--- src/hdl/serial_port_map.svh ---
// Register offsets, field positions and timing counts of the serial port
`ifndef SERIAL_PORT_MAP_SVH
`define SERIAL_PORT_MAP_SVH
`define CTRL_OFF 12'h098
`define DATA_OFF 12'h09C
`define PWR_OFF 12'h0A0
`define PWR_DOUBLE_BIT 7
`define PWR_FRAMING_BIT 6
`define CTRL_RESET 8'h00
`define M0_LAST 3'h5
`define M0_HALF 3'h2
`define OVS_LAST 4'hF
`define OVS_S1 4'h7
`define OVS_S2 4'h8
`define OVS_S3 4'h9
`define M0_BITS 4'h8
`define DATA8_BITS 4'h8
`define DATA9_BITS 4'h9
`define FRAME10_LAST 4'h9
`define FRAME11_LAST 4'hA
`define MODE_SHIFT 2'h0
`define MODE_UART8 2'h1
`define MODE_UART9F 2'h2
`define MODE_UART9V 2'h3
`endif

--- src/hdl/serial_port_pkg.sv ---
// Types shared by the serial port design
package serial_port_pkg;
  typedef struct packed {
    logic upper_mode_bit;
    logic lower_mode_bit;
    logic multiprocessor_qualifier;
    logic receive_enable;
    logic transmit_ninth_bit;
    logic received_ninth_bit;
    logic transmit_done_flag;
    logic receive_done_flag;
  } ctrl_t;
  typedef enum logic [3:0] {
    RX_IDLE = 4'b0001,
    RX_START = 4'b0010,
    RX_DATA = 4'b0100,
    RX_STOP = 4'b1000
  } rx_state_t;
endpackage : serial_port_pkg

--- src/hdl/four_mode_serial_port.sv ---
// Four-mode serial port with APB register access
//
// Overview of operation
// - Mode 0: data on rx pin, clock on tx
// - Mode 0: eight bits, LSB first, no framing
// - Mode 0: fixed rate of core clock over six
// - Mode 0: shift clock out for both directions
// - Mode 1: start, eight data LSB first, stop
// - Mode 1 qualifier clear: stop bit into rb8
// - Mode 1 rate from timer overflow
// - Mode 2: start, eight data, ninth, stop
// - Modes 2/3: send transmit ninth bit
// - Modes 2/3: ninth bit to rb8, stop ignored
// - Mode 2 rate clock/16 or /32 by select
// - Mode 3 like mode 2, timer rate
// - Bit 7 is mode bit or framing error
// - Framing error sticky until software clears
// - Qualifier set: ninth bit 0 no receive-done
// - Mode 1 qualifier: need valid stop bit
// - Receive starts only while receive enable set
// - Mode 0 leaves rb8 undefined
// - Mode bits select the four modes
// - Sample at 16x, align on falling edge
// - Majority of samples 7,8,9; bad start aborts
// - Async load only if done clear and qualified
`timescale 1ns/1ps
`include "serial_port_map.svh"
module four_mode_serial_port
  import serial_port_pkg::*;
(
  // Clock, reset, enable
  input wire logic i_core_clk,
  input wire logic i_rst_n,
  input wire logic i_clk_en,
  // APB slave
  input wire logic i_psel,
  input wire logic i_penable,
  input wire logic i_pwrite,
  input wire logic [11:0] i_paddr,
  input wire logic [31:0] i_pwdata,
  output logic [31:0] o_prdata,
  output logic o_pready,
  output logic o_pslverr,
  // Baud source
  input wire logic i_timer_ovf,
  // Serial pins
  output logic o_txd,
  input wire logic i_rxd,
  output logic o_rxd_out,
  output logic o_rxd_oe
);
  ctrl_t ctrl_q;
  logic upper_mode_q, fe_q, double_q, framing_q, half_q;
  logic [7:0] tx_data_q, rx_buf_q;
  logic pready_q, pslverr_q;
  logic [31:0] prdata_q;
  logic rx_s1_q, rx_s2_q, rx_s3_q, rx_lvl_q, rx_prev_q;
  // Mode 0 engine
  logic m0_act_q, m0_rx_q, m0_clk_q;
  logic [2:0] m0_cnt_q;
  logic [3:0] m0_bit_q;
  logic [7:0] m0_sh_q;
  // Async transmitter
  logic tx_act_q;
  logic [3:0] tx_ovs_q, tx_bit_q;
  logic [10:0] tx_sh_q;
  logic txd_q, rxd_out_q, rxd_oe_q;
  // Async receiver
  rx_state_t rx_st_q;
  logic [3:0] rx_ovs_q, rx_cnt_q;
  logic [2:0] samp_q;
  logic [8:0] rx_sh_q;
  logic [1:0] mode;
  logic nine, s_tick, acc, done, wr_ctrl, wr_data, wr_pwr;
  logic set_ti, set_ri, set_fe, load_rx, async_mode, vote, stop_ok, ninth_in;
  logic [7:0] load_data;
  logic load_ninth;

  function automatic logic [1:0] reg_sel(input logic [11:0] a);
    case (a)
      `CTRL_OFF: reg_sel = 2'h1;
      `DATA_OFF: reg_sel = 2'h2;
      `PWR_OFF: reg_sel = 2'h3;
      default: reg_sel = 2'h0;
    endcase
  endfunction : reg_sel

  function automatic logic maj3(input logic [2:0] s);
    maj3 = (s[0] & s[1]) | (s[1] & s[2]) | (s[0] & s[2]);
  endfunction : maj3

  assign mode = {upper_mode_q, ctrl_q.lower_mode_bit};
  assign nine = mode[1];
  assign async_mode = (mode != `MODE_SHIFT);
  // Sixteen-times sample tick per mode
  always_comb begin
    case (mode)
      `MODE_UART9F: s_tick = double_q | half_q;
      default: s_tick = i_timer_ovf;
    endcase
  end

  // APB: one wait state, registered answer
  assign acc = i_psel & i_penable;
  assign done = acc & pready_q;
  assign wr_ctrl = done & i_pwrite & (reg_sel(i_paddr) == 2'h1);
  assign wr_data = done & i_pwrite & (reg_sel(i_paddr) == 2'h2);
  assign wr_pwr = done & i_pwrite & (reg_sel(i_paddr) == 2'h3);

  always_ff @(posedge i_core_clk or negedge i_rst_n) begin
    if (!i_rst_n) begin
      pready_q <= 1'b0;
      pslverr_q <= 1'b0;
      prdata_q <= 32'h0000_0000;
    end else if (i_clk_en) begin
      pready_q <= acc & ~pready_q;
      pslverr_q <= acc & ~pready_q & (reg_sel(i_paddr) == 2'h0);
      if (acc && !pready_q) begin
        case (reg_sel(i_paddr))
          2'h1: prdata_q <= {24'h00_0000, framing_q ? fe_q : upper_mode_q,
                             ctrl_q[6:0]};
          2'h2: prdata_q <= {24'h00_0000, rx_buf_q};
          2'h3: prdata_q <= {24'h00_0000, double_q, framing_q, 6'h00};
          default: prdata_q <= 32'h0000_0000;
        endcase
      end
    end
  end

  // Control register and flags; hardware set wins over software clear
  always_ff @(posedge i_core_clk or negedge i_rst_n) begin
    if (!i_rst_n) begin
      ctrl_q <= `CTRL_RESET;
      upper_mode_q <= 1'b0;
      fe_q <= 1'b0;
    end else if (i_clk_en) begin
      if (wr_ctrl) begin
        ctrl_q.lower_mode_bit <= i_pwdata[6];
        ctrl_q.multiprocessor_qualifier <= i_pwdata[5];
        ctrl_q.receive_enable <= i_pwdata[4];
        ctrl_q.transmit_ninth_bit <= i_pwdata[3];
        if (!framing_q) begin
          upper_mode_q <= i_pwdata[7];
        end
      end
      ctrl_q.transmit_done_flag <= set_ti |
          (wr_ctrl ? i_pwdata[1] : ctrl_q.transmit_done_flag);
      ctrl_q.receive_done_flag <= set_ri |
          (wr_ctrl ? i_pwdata[0] : ctrl_q.receive_done_flag);
      fe_q <= set_fe | ((wr_ctrl && framing_q) ? (fe_q & i_pwdata[7]) : fe_q);
      if (load_rx && async_mode) begin
        ctrl_q.received_ninth_bit <= load_ninth;
      end else if (wr_ctrl) begin
        ctrl_q.received_ninth_bit <= i_pwdata[2];
      end
    end
  end

  // Power control bits, data registers, rate halving
  always_ff @(posedge i_core_clk or negedge i_rst_n) begin
    if (!i_rst_n) begin
      double_q <= 1'b0;
      framing_q <= 1'b0;
      tx_data_q <= 8'h00;
      rx_buf_q <= 8'h00;
      half_q <= 1'b0;
    end else if (i_clk_en) begin
      half_q <= ~half_q;
      if (wr_pwr) begin
        double_q <= i_pwdata[`PWR_DOUBLE_BIT];
        framing_q <= i_pwdata[`PWR_FRAMING_BIT];
      end
      if (wr_data) begin
        tx_data_q <= i_pwdata[7:0];
      end
      if (load_rx) begin
        rx_buf_q <= load_data;
      end
    end
  end

  // Receive pin synchroniser and filtered level
  always_ff @(posedge i_core_clk or negedge i_rst_n) begin
    if (!i_rst_n) begin
      rx_s1_q <= 1'b1;
      rx_s2_q <= 1'b1;
      rx_s3_q <= 1'b1;
      rx_lvl_q <= 1'b1;
      rx_prev_q <= 1'b1;
    end else if (i_clk_en) begin
      rx_s1_q <= i_rxd;
      rx_s2_q <= rx_s1_q;
      rx_s3_q <= rx_s2_q;
      if (rx_s2_q == rx_s3_q) begin
        rx_lvl_q <= rx_s3_q;
      end
      rx_prev_q <= rx_lvl_q;
    end
  end

  // Mode 0 shift engine at core clock over six
  always_ff @(posedge i_core_clk or negedge i_rst_n) begin
    if (!i_rst_n) begin
      m0_act_q <= 1'b0;
      m0_rx_q <= 1'b0;
      m0_clk_q <= 1'b1;
      m0_cnt_q <= 3'h0;
      m0_bit_q <= 4'h0;
      m0_sh_q <= 8'h00;
    end else if (i_clk_en) begin
      if (!m0_act_q) begin
        m0_cnt_q <= 3'h0;
        m0_bit_q <= 4'h0;
        m0_clk_q <= 1'b1;
        if (mode == `MODE_SHIFT && wr_data) begin
          m0_act_q <= 1'b1;
          m0_rx_q <= 1'b0;
          m0_sh_q <= i_pwdata[7:0];
          m0_clk_q <= 1'b0;
        end else if (mode == `MODE_SHIFT && ctrl_q.receive_enable &&
                     !ctrl_q.receive_done_flag) begin
          m0_act_q <= 1'b1;
          m0_rx_q <= 1'b1;
          m0_clk_q <= 1'b0;
        end
      end else begin
        m0_cnt_q <= (m0_cnt_q == `M0_LAST) ? 3'h0 : m0_cnt_q + 3'h1;
        if (m0_cnt_q == `M0_HALF) begin
          m0_clk_q <= 1'b1;
          if (m0_rx_q) begin
            m0_sh_q <= {rx_lvl_q, m0_sh_q[7:1]};
          end
        end
        if (m0_cnt_q == `M0_LAST) begin
          m0_bit_q <= m0_bit_q + 4'h1;
          if (!m0_rx_q) begin
            m0_sh_q <= {1'b0, m0_sh_q[7:1]};
          end
          if (m0_bit_q == `M0_BITS - 4'h1) begin
            m0_act_q <= 1'b0;
            m0_clk_q <= 1'b1;
          end else begin
            m0_clk_q <= 1'b0;
          end
        end
      end
    end
  end

  // Async transmitter
  always_ff @(posedge i_core_clk or negedge i_rst_n) begin
    if (!i_rst_n) begin
      tx_act_q <= 1'b0;
      tx_ovs_q <= 4'h0;
      tx_bit_q <= 4'h0;
      tx_sh_q <= 11'h7FF;
    end else if (i_clk_en) begin
      if (!tx_act_q) begin
        tx_ovs_q <= 4'h0;
        tx_bit_q <= 4'h0;
        if (async_mode && wr_data) begin
          tx_act_q <= 1'b1;
          tx_sh_q <= nine ? {1'b1, ctrl_q.transmit_ninth_bit, i_pwdata[7:0], 1'b0}
                          : {2'b11, i_pwdata[7:0], 1'b0};
        end
      end else if (s_tick) begin
        tx_ovs_q <= tx_ovs_q + 4'h1;
        if (tx_ovs_q == `OVS_LAST) begin
          tx_sh_q <= {1'b1, tx_sh_q[10:1]};
          tx_bit_q <= tx_bit_q + 4'h1;
          if (tx_bit_q == (nine ? `FRAME11_LAST : `FRAME10_LAST)) begin
            tx_act_q <= 1'b0;
          end
        end
      end
    end
  end

  assign set_ti = (m0_act_q && !m0_rx_q && m0_cnt_q == `M0_LAST &&
                   m0_bit_q == `M0_BITS - 4'h1) ||
                  (tx_act_q && s_tick && tx_ovs_q == `OVS_LAST &&
                   tx_bit_q == (nine ? `FRAME11_LAST : `FRAME10_LAST) - 4'h1);

  // Pin drivers
  always_ff @(posedge i_core_clk or negedge i_rst_n) begin
    if (!i_rst_n) begin
      txd_q <= 1'b1;
      rxd_out_q <= 1'b1;
      rxd_oe_q <= 1'b0;
    end else if (i_clk_en) begin
      if (mode == `MODE_SHIFT) begin
        txd_q <= m0_clk_q;
        rxd_oe_q <= m0_act_q & ~m0_rx_q;
        rxd_out_q <= m0_sh_q[0];
      end else begin
        txd_q <= tx_act_q ? tx_sh_q[0] : 1'b1;
        rxd_oe_q <= 1'b0;
        rxd_out_q <= 1'b1;
      end
    end
  end

  // Async receiver
  assign vote = maj3(samp_q);
  always_ff @(posedge i_core_clk or negedge i_rst_n) begin
    if (!i_rst_n) begin
      rx_st_q <= RX_IDLE;
      rx_ovs_q <= 4'h0;
      rx_cnt_q <= 4'h0;
      samp_q <= 3'h7;
      rx_sh_q <= 9'h000;
    end else if (i_clk_en) begin
      case (rx_st_q)
        RX_IDLE: begin
          rx_ovs_q <= 4'h0;
          rx_cnt_q <= 4'h0;
          if (async_mode && ctrl_q.receive_enable && rx_prev_q && !rx_lvl_q) begin
            rx_st_q <= RX_START;
          end
        end
        RX_START, RX_DATA, RX_STOP: begin
          if (s_tick) begin
            rx_ovs_q <= rx_ovs_q + 4'h1;
            if (rx_ovs_q == `OVS_S1) samp_q[0] <= rx_lvl_q;
            if (rx_ovs_q == `OVS_S2) samp_q[1] <= rx_lvl_q;
            if (rx_ovs_q == `OVS_S3) samp_q[2] <= rx_lvl_q;
            if (rx_st_q == RX_START && rx_ovs_q == `OVS_LAST) begin
              rx_st_q <= vote ? RX_IDLE : RX_DATA;
            end
            if (rx_st_q == RX_DATA && rx_ovs_q == `OVS_LAST) begin
              rx_sh_q <= {vote, rx_sh_q[8:1]};
              rx_cnt_q <= rx_cnt_q + 4'h1;
              if (rx_cnt_q == (nine ? `DATA9_BITS : `DATA8_BITS) - 4'h1) begin
                rx_st_q <= RX_STOP;
              end
            end
            if (rx_st_q == RX_STOP && rx_ovs_q == `OVS_S3) begin
              rx_st_q <= RX_IDLE;
            end
          end
          if (!async_mode) begin
            rx_st_q <= RX_IDLE;
          end
        end
        default: rx_st_q <= RX_IDLE;
      endcase
    end
  end

  // Stop-bit decision uses the third sample taken this cycle
  assign stop_ok = maj3({rx_lvl_q, samp_q[1:0]});
  assign ninth_in = nine ? rx_sh_q[8] : stop_ok;
  assign set_fe = (rx_st_q == RX_STOP) && s_tick && rx_ovs_q == `OVS_S3 && !stop_ok;
  always_comb begin
    load_rx = 1'b0;
    load_data = 8'h00;
    load_ninth = ninth_in;
    if (rx_st_q == RX_STOP && s_tick && rx_ovs_q == `OVS_S3) begin
      load_rx = !ctrl_q.receive_done_flag &&
                (!ctrl_q.multiprocessor_qualifier || ninth_in);
      load_data = nine ? rx_sh_q[7:0] : rx_sh_q[8:1];
    end else if (m0_act_q && m0_rx_q && m0_cnt_q == `M0_LAST &&
                 m0_bit_q == `M0_BITS - 4'h1) begin
      load_rx = 1'b1;
      load_data = m0_sh_q;
    end
  end
  assign set_ri = load_rx;

  assign o_prdata = prdata_q;
  assign o_pready = pready_q;
  assign o_pslverr = pslverr_q;
  assign o_txd = txd_q;
  assign o_rxd_out = rxd_out_q;
  assign o_rxd_oe = rxd_oe_q;
endmodule : four_mode_serial_port

--- config.mk ---
export PLATFORM = sky130hd
export DESIGN_NAME = four_mode_serial_port
export DESIGN_NICKNAME = d
export VERILOG_FILES = /design/src/hdl/serial_port_pkg.sv /design/src/hdl/four_mode_serial_port.sv
export VERILOG_INCLUDE_DIRS = /design/src /design/src/hdl
export SDC_FILE = /design/constraint.sdc
export NUM_CORES = 1
export LEC_CHECK = 0
export ABC_AREA = 0
export BUFFER_PORTS_ARGS = -buffer_cell sky130_fd_sc_hd__buf_2
export CORE_UTILIZATION = 52
export CTS_CLUSTER_DIAMETER = 80
export DETAILED_ROUTE_END_ITERATION = 8
export PLACE_DENSITY = 0.74
export SYNTH_ARGS = -nofsm -noshare
export SYNTH_HDL_FRONTEND = slang
export SYNTH_SLANG_ARGS = --single-unit
--- constraint.sdc ---
create_clock -name i_core_clk -period 1.91 [get_ports i_core_clk]
set_clock_uncertainty 0.2 [all_clocks]
set_input_delay 0.382 -clock i_core_clk [delete_from_list [all_inputs] [get_ports i_core_clk]]
set_output_delay 0.382 -clock i_core_clk [all_outputs]
set_load 0.02 [all_outputs]
==> After elaboration in Yosys (flattened, before gate mapping) <==
Index checks and enable logic that the tools add are counted.
{ "word_totals": {"ff_bits": 124, "latchBits": 0, "ram_bits": 0, "rom_bits": 0, "word_cells": 251, "memories": 0} }
{ "classes": {"addsub": 8, "mul": 0, "div_mod_pow": 0, "order_cmp": 0, "n_eq_ne": 34, "shift": 0, "mux": 76, "bitwise_logic": 28, "reduce_logical": 64} }
{ "op_table": {"columns": ["operator", "count"], "rows": [
  ["$mux 8", 9],
  ["$mux 4", 17],
  ["$mux 11", 4],
  ["$eq 12x8->1 const B", 3],
  ["$mux 1", 33],
  ["$logic_and 1x1->1", 26],
  ["$pmux 4 s2", 3],
  ["$pmux 8 s3", 1],
  ["$reduce_and 4->1", 6],
  ["$add 4x1->4 const B", 5],
  ["$eq 4x4->1 const B", 5],
  ["$reduce_and 2->1", 10],
  ["$and 1x1->1", 15],
  ["$reduce_and 3->1", 5],
  ["$eq 4x3->1 const B", 3],
  ["$eq 4x4->1", 3],
  ["$reduce_bool 2->1", 6],
  ["$eq 2x2->1 const B", 5],
  ["$mux 10", 1],
  ["$mux 3", 3],
  ["$mux 2", 4],
  ["$or 1x1->1", 8],
  ["$sub 4x1->4 const B", 2],
  ["$logic_not 1->1", 6],
  ["16 further kinds", 27]
]} }

==> Depth between registers and ports, before layout <==
{ "depth": {"depth_word": 11, "depth_mapped": 9, "ltp_nobuf": 7} }

==> Worst setup path before layout <==
No wires, ideal clock.
{ "synth_timing": {"path_type": "reg-to-reg", "start": "register rx_lvl_q", "end": "register rx_buf_q[0]", "setup_ps": 125, "t_arrival_ps": 1788, "t_required_ps": 1585, "path_slack_ps": -203, "path_stages_with_launch": 8, "path_buffers": 2, "period_less_slack_ps": 2113, "cell_sequence": "dfstp_2 > buf_2 > a21oi_1 > o311ai_0 > a32oi_2 > nand2b_4 > buf_6 > mux2_4"} }
{ "synth_via": {"elab_chain_cells": 8} }
{ "synth_lines": {"columns": ["item", "line_no", "text"], "rows": [
  ["start: declaration", "four_mode_serial_port.sv:57", "logic rx_s1_q, rx_s2_q, rx_s3_q, rx_lvl_q, rx_prev_q;"],
  ["start signal: assignment", "four_mode_serial_port.sv:195", "rx_lvl_q <= rx_s3_q;"],
  ["$and 1x1->1", "four_mode_serial_port.sv:89", "maj3 = (s[0] & s[1]) | (s[1] & s[2]) | (s[0] & s[2]);"],
  ["$or 1x1->1", "four_mode_serial_port.sv:89", null],
  ["$or 1x1->1 (*)", "four_mode_serial_port.sv:89", null],
  ["$mux 1 (*)", "four_mode_serial_port.sv:352", "assign ninth_in = nine ? rx_sh_q[8] : stop_ok;"],
  ["$logic_or 1x1->1 (*)", "four_mode_serial_port.sv:360", "(!ctrl_q.multiprocessor_qualifier || ninth_in);"],
  ["$logic_and 1x1->1 (*)", "four_mode_serial_port.sv:359", "load_rx = !ctrl_q.receive_done_flag &&"],
  ["$mux 1 (*)", "four_mode_serial_port.sv:358", "if (rx_st_q == RX_STOP && s_tick && rx_ovs_q == `OVS_S3) begin"],
  ["$reduce_and 2->1 (no source line) (*)", null, null],
  ["end signal: assignment", "four_mode_serial_port.sv:177", "rx_buf_q <= load_data;"],
  ["end: declaration", "four_mode_serial_port.sv:54", "logic [7:0] tx_data_q, rx_buf_q;"]
]} }
Every way passes the cells marked *; elsewhere a longest branch is shown, timed or not.
A chain may end at the register's enable or synchronous reset.

==> Worst setup path in the final report <==
{ "layout_timing": {"start": "register rx_ovs_q[1]", "end": "register rx_buf_q[1]"} }
{ "layout_via": {"elab_chain_cells": 4} }
{ "layout_lines": {"columns": ["item", "line_no", "text"], "rows": [
  ["start: declaration", "four_mode_serial_port.sv:70", "logic [3:0] rx_ovs_q, rx_cnt_q;"],
  ["start signal: assignment", "four_mode_serial_port.sv:323", "rx_ovs_q <= rx_ovs_q + 4'h1;"],
  ["$eq 4x4->1 (no source line) (*)", null, null],
  ["$logic_and 1x1->1 (no source line) (*)", null, null],
  ["$mux 1", "four_mode_serial_port.sv:358", null],
  ["$reduce_and 2->1 (no source line)", null, null]
]} }
Marks and branches as above.

==> flow_summary.json <==
{
  "ys_types": 74,
  "gp_congestion": 0.869,
  "antenna_cells": 0,
  "die_h_um": 107,
  "ant_nets": 0,
  "clk_pin_slew_ps": 100,
  "rsz0062_at_grt": "yes",
  "num_vias": 4896,
  "syn-cell-area_um2": 5700,
  "ir_drop_v": 0.000646,
  "min_from": "i_rxd",
  "grt_overflow": 0,
  "fin_area_um2": 7580,
  "yosysWarnings": 0,
  "violations": "negative setup slack",
  "grt_pass1_wl_mm": 24.3,
  "synth_common_cells": "dfrtp_1, nand2_1, mux2_2",
  "nets": 754,
  "first_pass_iters": 5,
  "cp_max_fo": 5,
  "wl_per_cell_um": 18.2,
  "antenna_found_initial": 0,
  "drv_cap": 0,
  "grt_usage": 0.276,
  "start_util": 0.545,
  "finalCritPeriodShare": 1.12,
  "synth_area_per_cell_um2": 10.5,
  "synth_most_common_cell": "dfrtp_1",
  "cpMaxStageDelayCell": "dfrtp_1",
  "via_per_inst": 5.86,
  "setup_slack_ps": -222,
  "fill_cells": 714,
  "synth.top_cell.area_share": 0.338,
  "ys_ff_latch": 99,
  "synth_cells": 543,
  "syn_to_final_growth_pct": 33.0,
  "worst_slew_margin_rel": 0.622,
  "multi_input_area_um2": 3350,
  "core_area_um2": 10500,
  "cp_data_required_time_ps": 1980,
  "hold_path.class": "input port to flip-flop",
  "cp.arrival_ps": 2210,
  "crit_chain": "inv_2 > ha_4 > and3b_2 > o2111ai_4 > a32oi_2 > nand2b_4 > mux2_4",
  "row_count": 37,
  "path_buf_inv": 1,
  "crit_type": "flip-flop to flip-flop",
  "drtIter0Drc": 259,
  "worst_skew_pair.late_latency_ps": 390,
  "yosysTopAreaCell": "dfrtp_1",
  "wl_mm": 15.2,
  "final.setup.tns_ps": -6070,
  "worst_pin_slew_ps": 561,
  "async_flop_share": 1.00,
  "period_needed_ps": 2130,
  "hpwl_mm": 10.5,
  "finalHoldViolations": 0,
  "cp_top_family": "simple AND/OR/NAND/NOR gates",
  "pwr_density_cell_nw_per_um2": 536,
  "r2r_setup_slack_ps": -220,
  "grt_max_degree": 42,
  "timing.fmax_mhz": 469,
  "place_area_um2": 6760,
  "leakage_nw": 3.48,
  "crit_start": "rx_ovs_q[1]$_DFFE_PN0P_",
  "clock_sink_count": 99,
  "port_buffers": 40,
  "critPathCaptureType": "flip-flop",
  "die_width_um": 107,
  "die-area_um2": 11400,
  "synth-edff-count": 0,
  "finalSetupViolCount": 45,
  "slew_viol_final": 0,
  "status": "finished with violations",
  "r2r-start": "rx_ovs_q[1]$_DFFE_PN0P_",
  "synth_seq_area_share": 0.440,
  "drive_gt1_frac": 0.461,
  "tritoncts": "yes",
  "io_pins": 89,
  "netlist_top_cells_area": "dfrtp_1, dfstp_2, mux2_2, mux2i_1, buf_4",
  "ys.flop_type": "dfrtp_1",
  "drcViolationCount": 0,
  "cts_buffers": 9,
  "htreeDepth": 3,
  "register_area_um2": 2510,
  "clockBufferDepth": 2,
  "startpoint_type": "flip-flop",
  "grt_pass1_vias": 4846,
  "root_buffer": "clkbuf_8",
  "slowest_delay_ps": 410
}
-- timing repair --
item | in CTS | in global routing
resized for setup | 47 | 50
gates cloned | 2 | 0
endpoints found under the hold margin | 18 | 0
pin swaps | 21 | 26
setup buffers | 11 | 14
endpoints found under the setup margin | 53 | 59
hold buffers | 1 | 0
-- metal layers --
metal / GRT usage / vias up / part of all wire
met3: 0.0614 / 29 / 0.045
li1: - / 2256 / -
met4: 0.112 / 0 / 0.029
met5: 0 / - / 0
met1: 0.358 / 2453 / 0.43
met2: 0.446 / 158 / 0.50
-- per-stage QoR --
stage / util / hold WS (ps) / instances / total power, mW / worst slack (ps)
2_1_floorplan: - / -114 / 566 / 2.48 / -186
3_3_place_gp: 0.646 / 129 / 795 / 2.62 / -292
3_5_place_dp: 0.646 / 136 / 795 / 2.64 / -425
4_1_cts: 0.694 / 26.2 / 823 / 4.05 / -210
5_1_grt: 0.724 / 25.2 / 836 / 4.21 / -282
6_report: 0.724 / 31.1 / 836 / 4.06 / -222
-- worst register-to-register path, delay by kind of cell (launching register included) --
family	cells	cell delay (ps)
AO/OA/AOI/OAI	2	410
adder cells (fa/ha/maj)	1	140
buffers and inverters	1	90
flip-flops	1	410
multiplexers	1	310
AND/OR/NAND/NOR	2	470
-- sequential cells by signal, indices dropped and copies added (netlist names), 7 cells and up --
register / flops
ctrl_q: 7
o_prdata: 8
rx_sh_q: 9
rx_buf_q: 8
tx_sh_q: 10
m0_sh_q: 8
-- cells by family after synthesis --
kind of cell / after synthesis / share of synthesized area
DFF: 99 / 0.440
and+or+nand+nor: 157 / 0.158
xor gates and xnor gates: 4 / 0.00615
muxes: 71 / 0.140
other: 1 / 0.000658
adders and majority gates: 8 / 0.0171
buffers and inverters: 74 / 0.0720
AOI/OAI and AO/OA: 129 / 0.167
-- where the power goes --
group	switching, mW	internal [mW]	leakage [nW]	total, mW
clock	0.793	0.613	0.100	1.41
sequential	0.0451	2.18	1.28	2.22
combinational	0.273	0.162	2.09	0.434
-- layout make-up --
class | count | area share
inverters | 24 | 0.0119
clock buffers | 9 | 0.0163
clock inverters | 7 | 0.00974
multi-input cells | 395 | 0.442
repair buffers | 166 | 0.167
flip-flops and latches | 99 | 0.331
well taps | 136 | 0.0225
-- layout by cell type, fill, tap and decap left out, types with 11 or more instances in the layout --
master / instances
buf_2: 39
buf_4: 106
buf_6: 15
conb_1: 24
dfrtp_1: 74
dfstp_2: 22
inv_1: 22
mux2_2: 20
mux2_4: 25
mux2i_1: 26
nand2_1: 39
nand4_1: 12
nor2_1: 30
o21ai_0: 25
o2bb2ai_1: 15
o31ai_1: 11
-- final timing paths --
| kind | to | cells after the start |
|---|---|---|
| min in group asynchronous | framing_q$_DFFE_PN0P_ | 2 |
| setup reg to reg | rx_buf_q[1]$_DFFE_PN0P_ | 7 |
| setup / recovery | rx_buf_q[1]$_DFFE_PN0P_ | 7 |
| max in group asynchronous | samp_q[1]$_DFFE_PN1P_ | 3 |
| hold reg to reg | o_prdata[6]$_DFFE_PN0P_ | 2 |
| hold / removal | rx_s1_q$_DFFE_PN1P_ | 2 |
No activity file was read; power rests on OpenSTA's default activity.
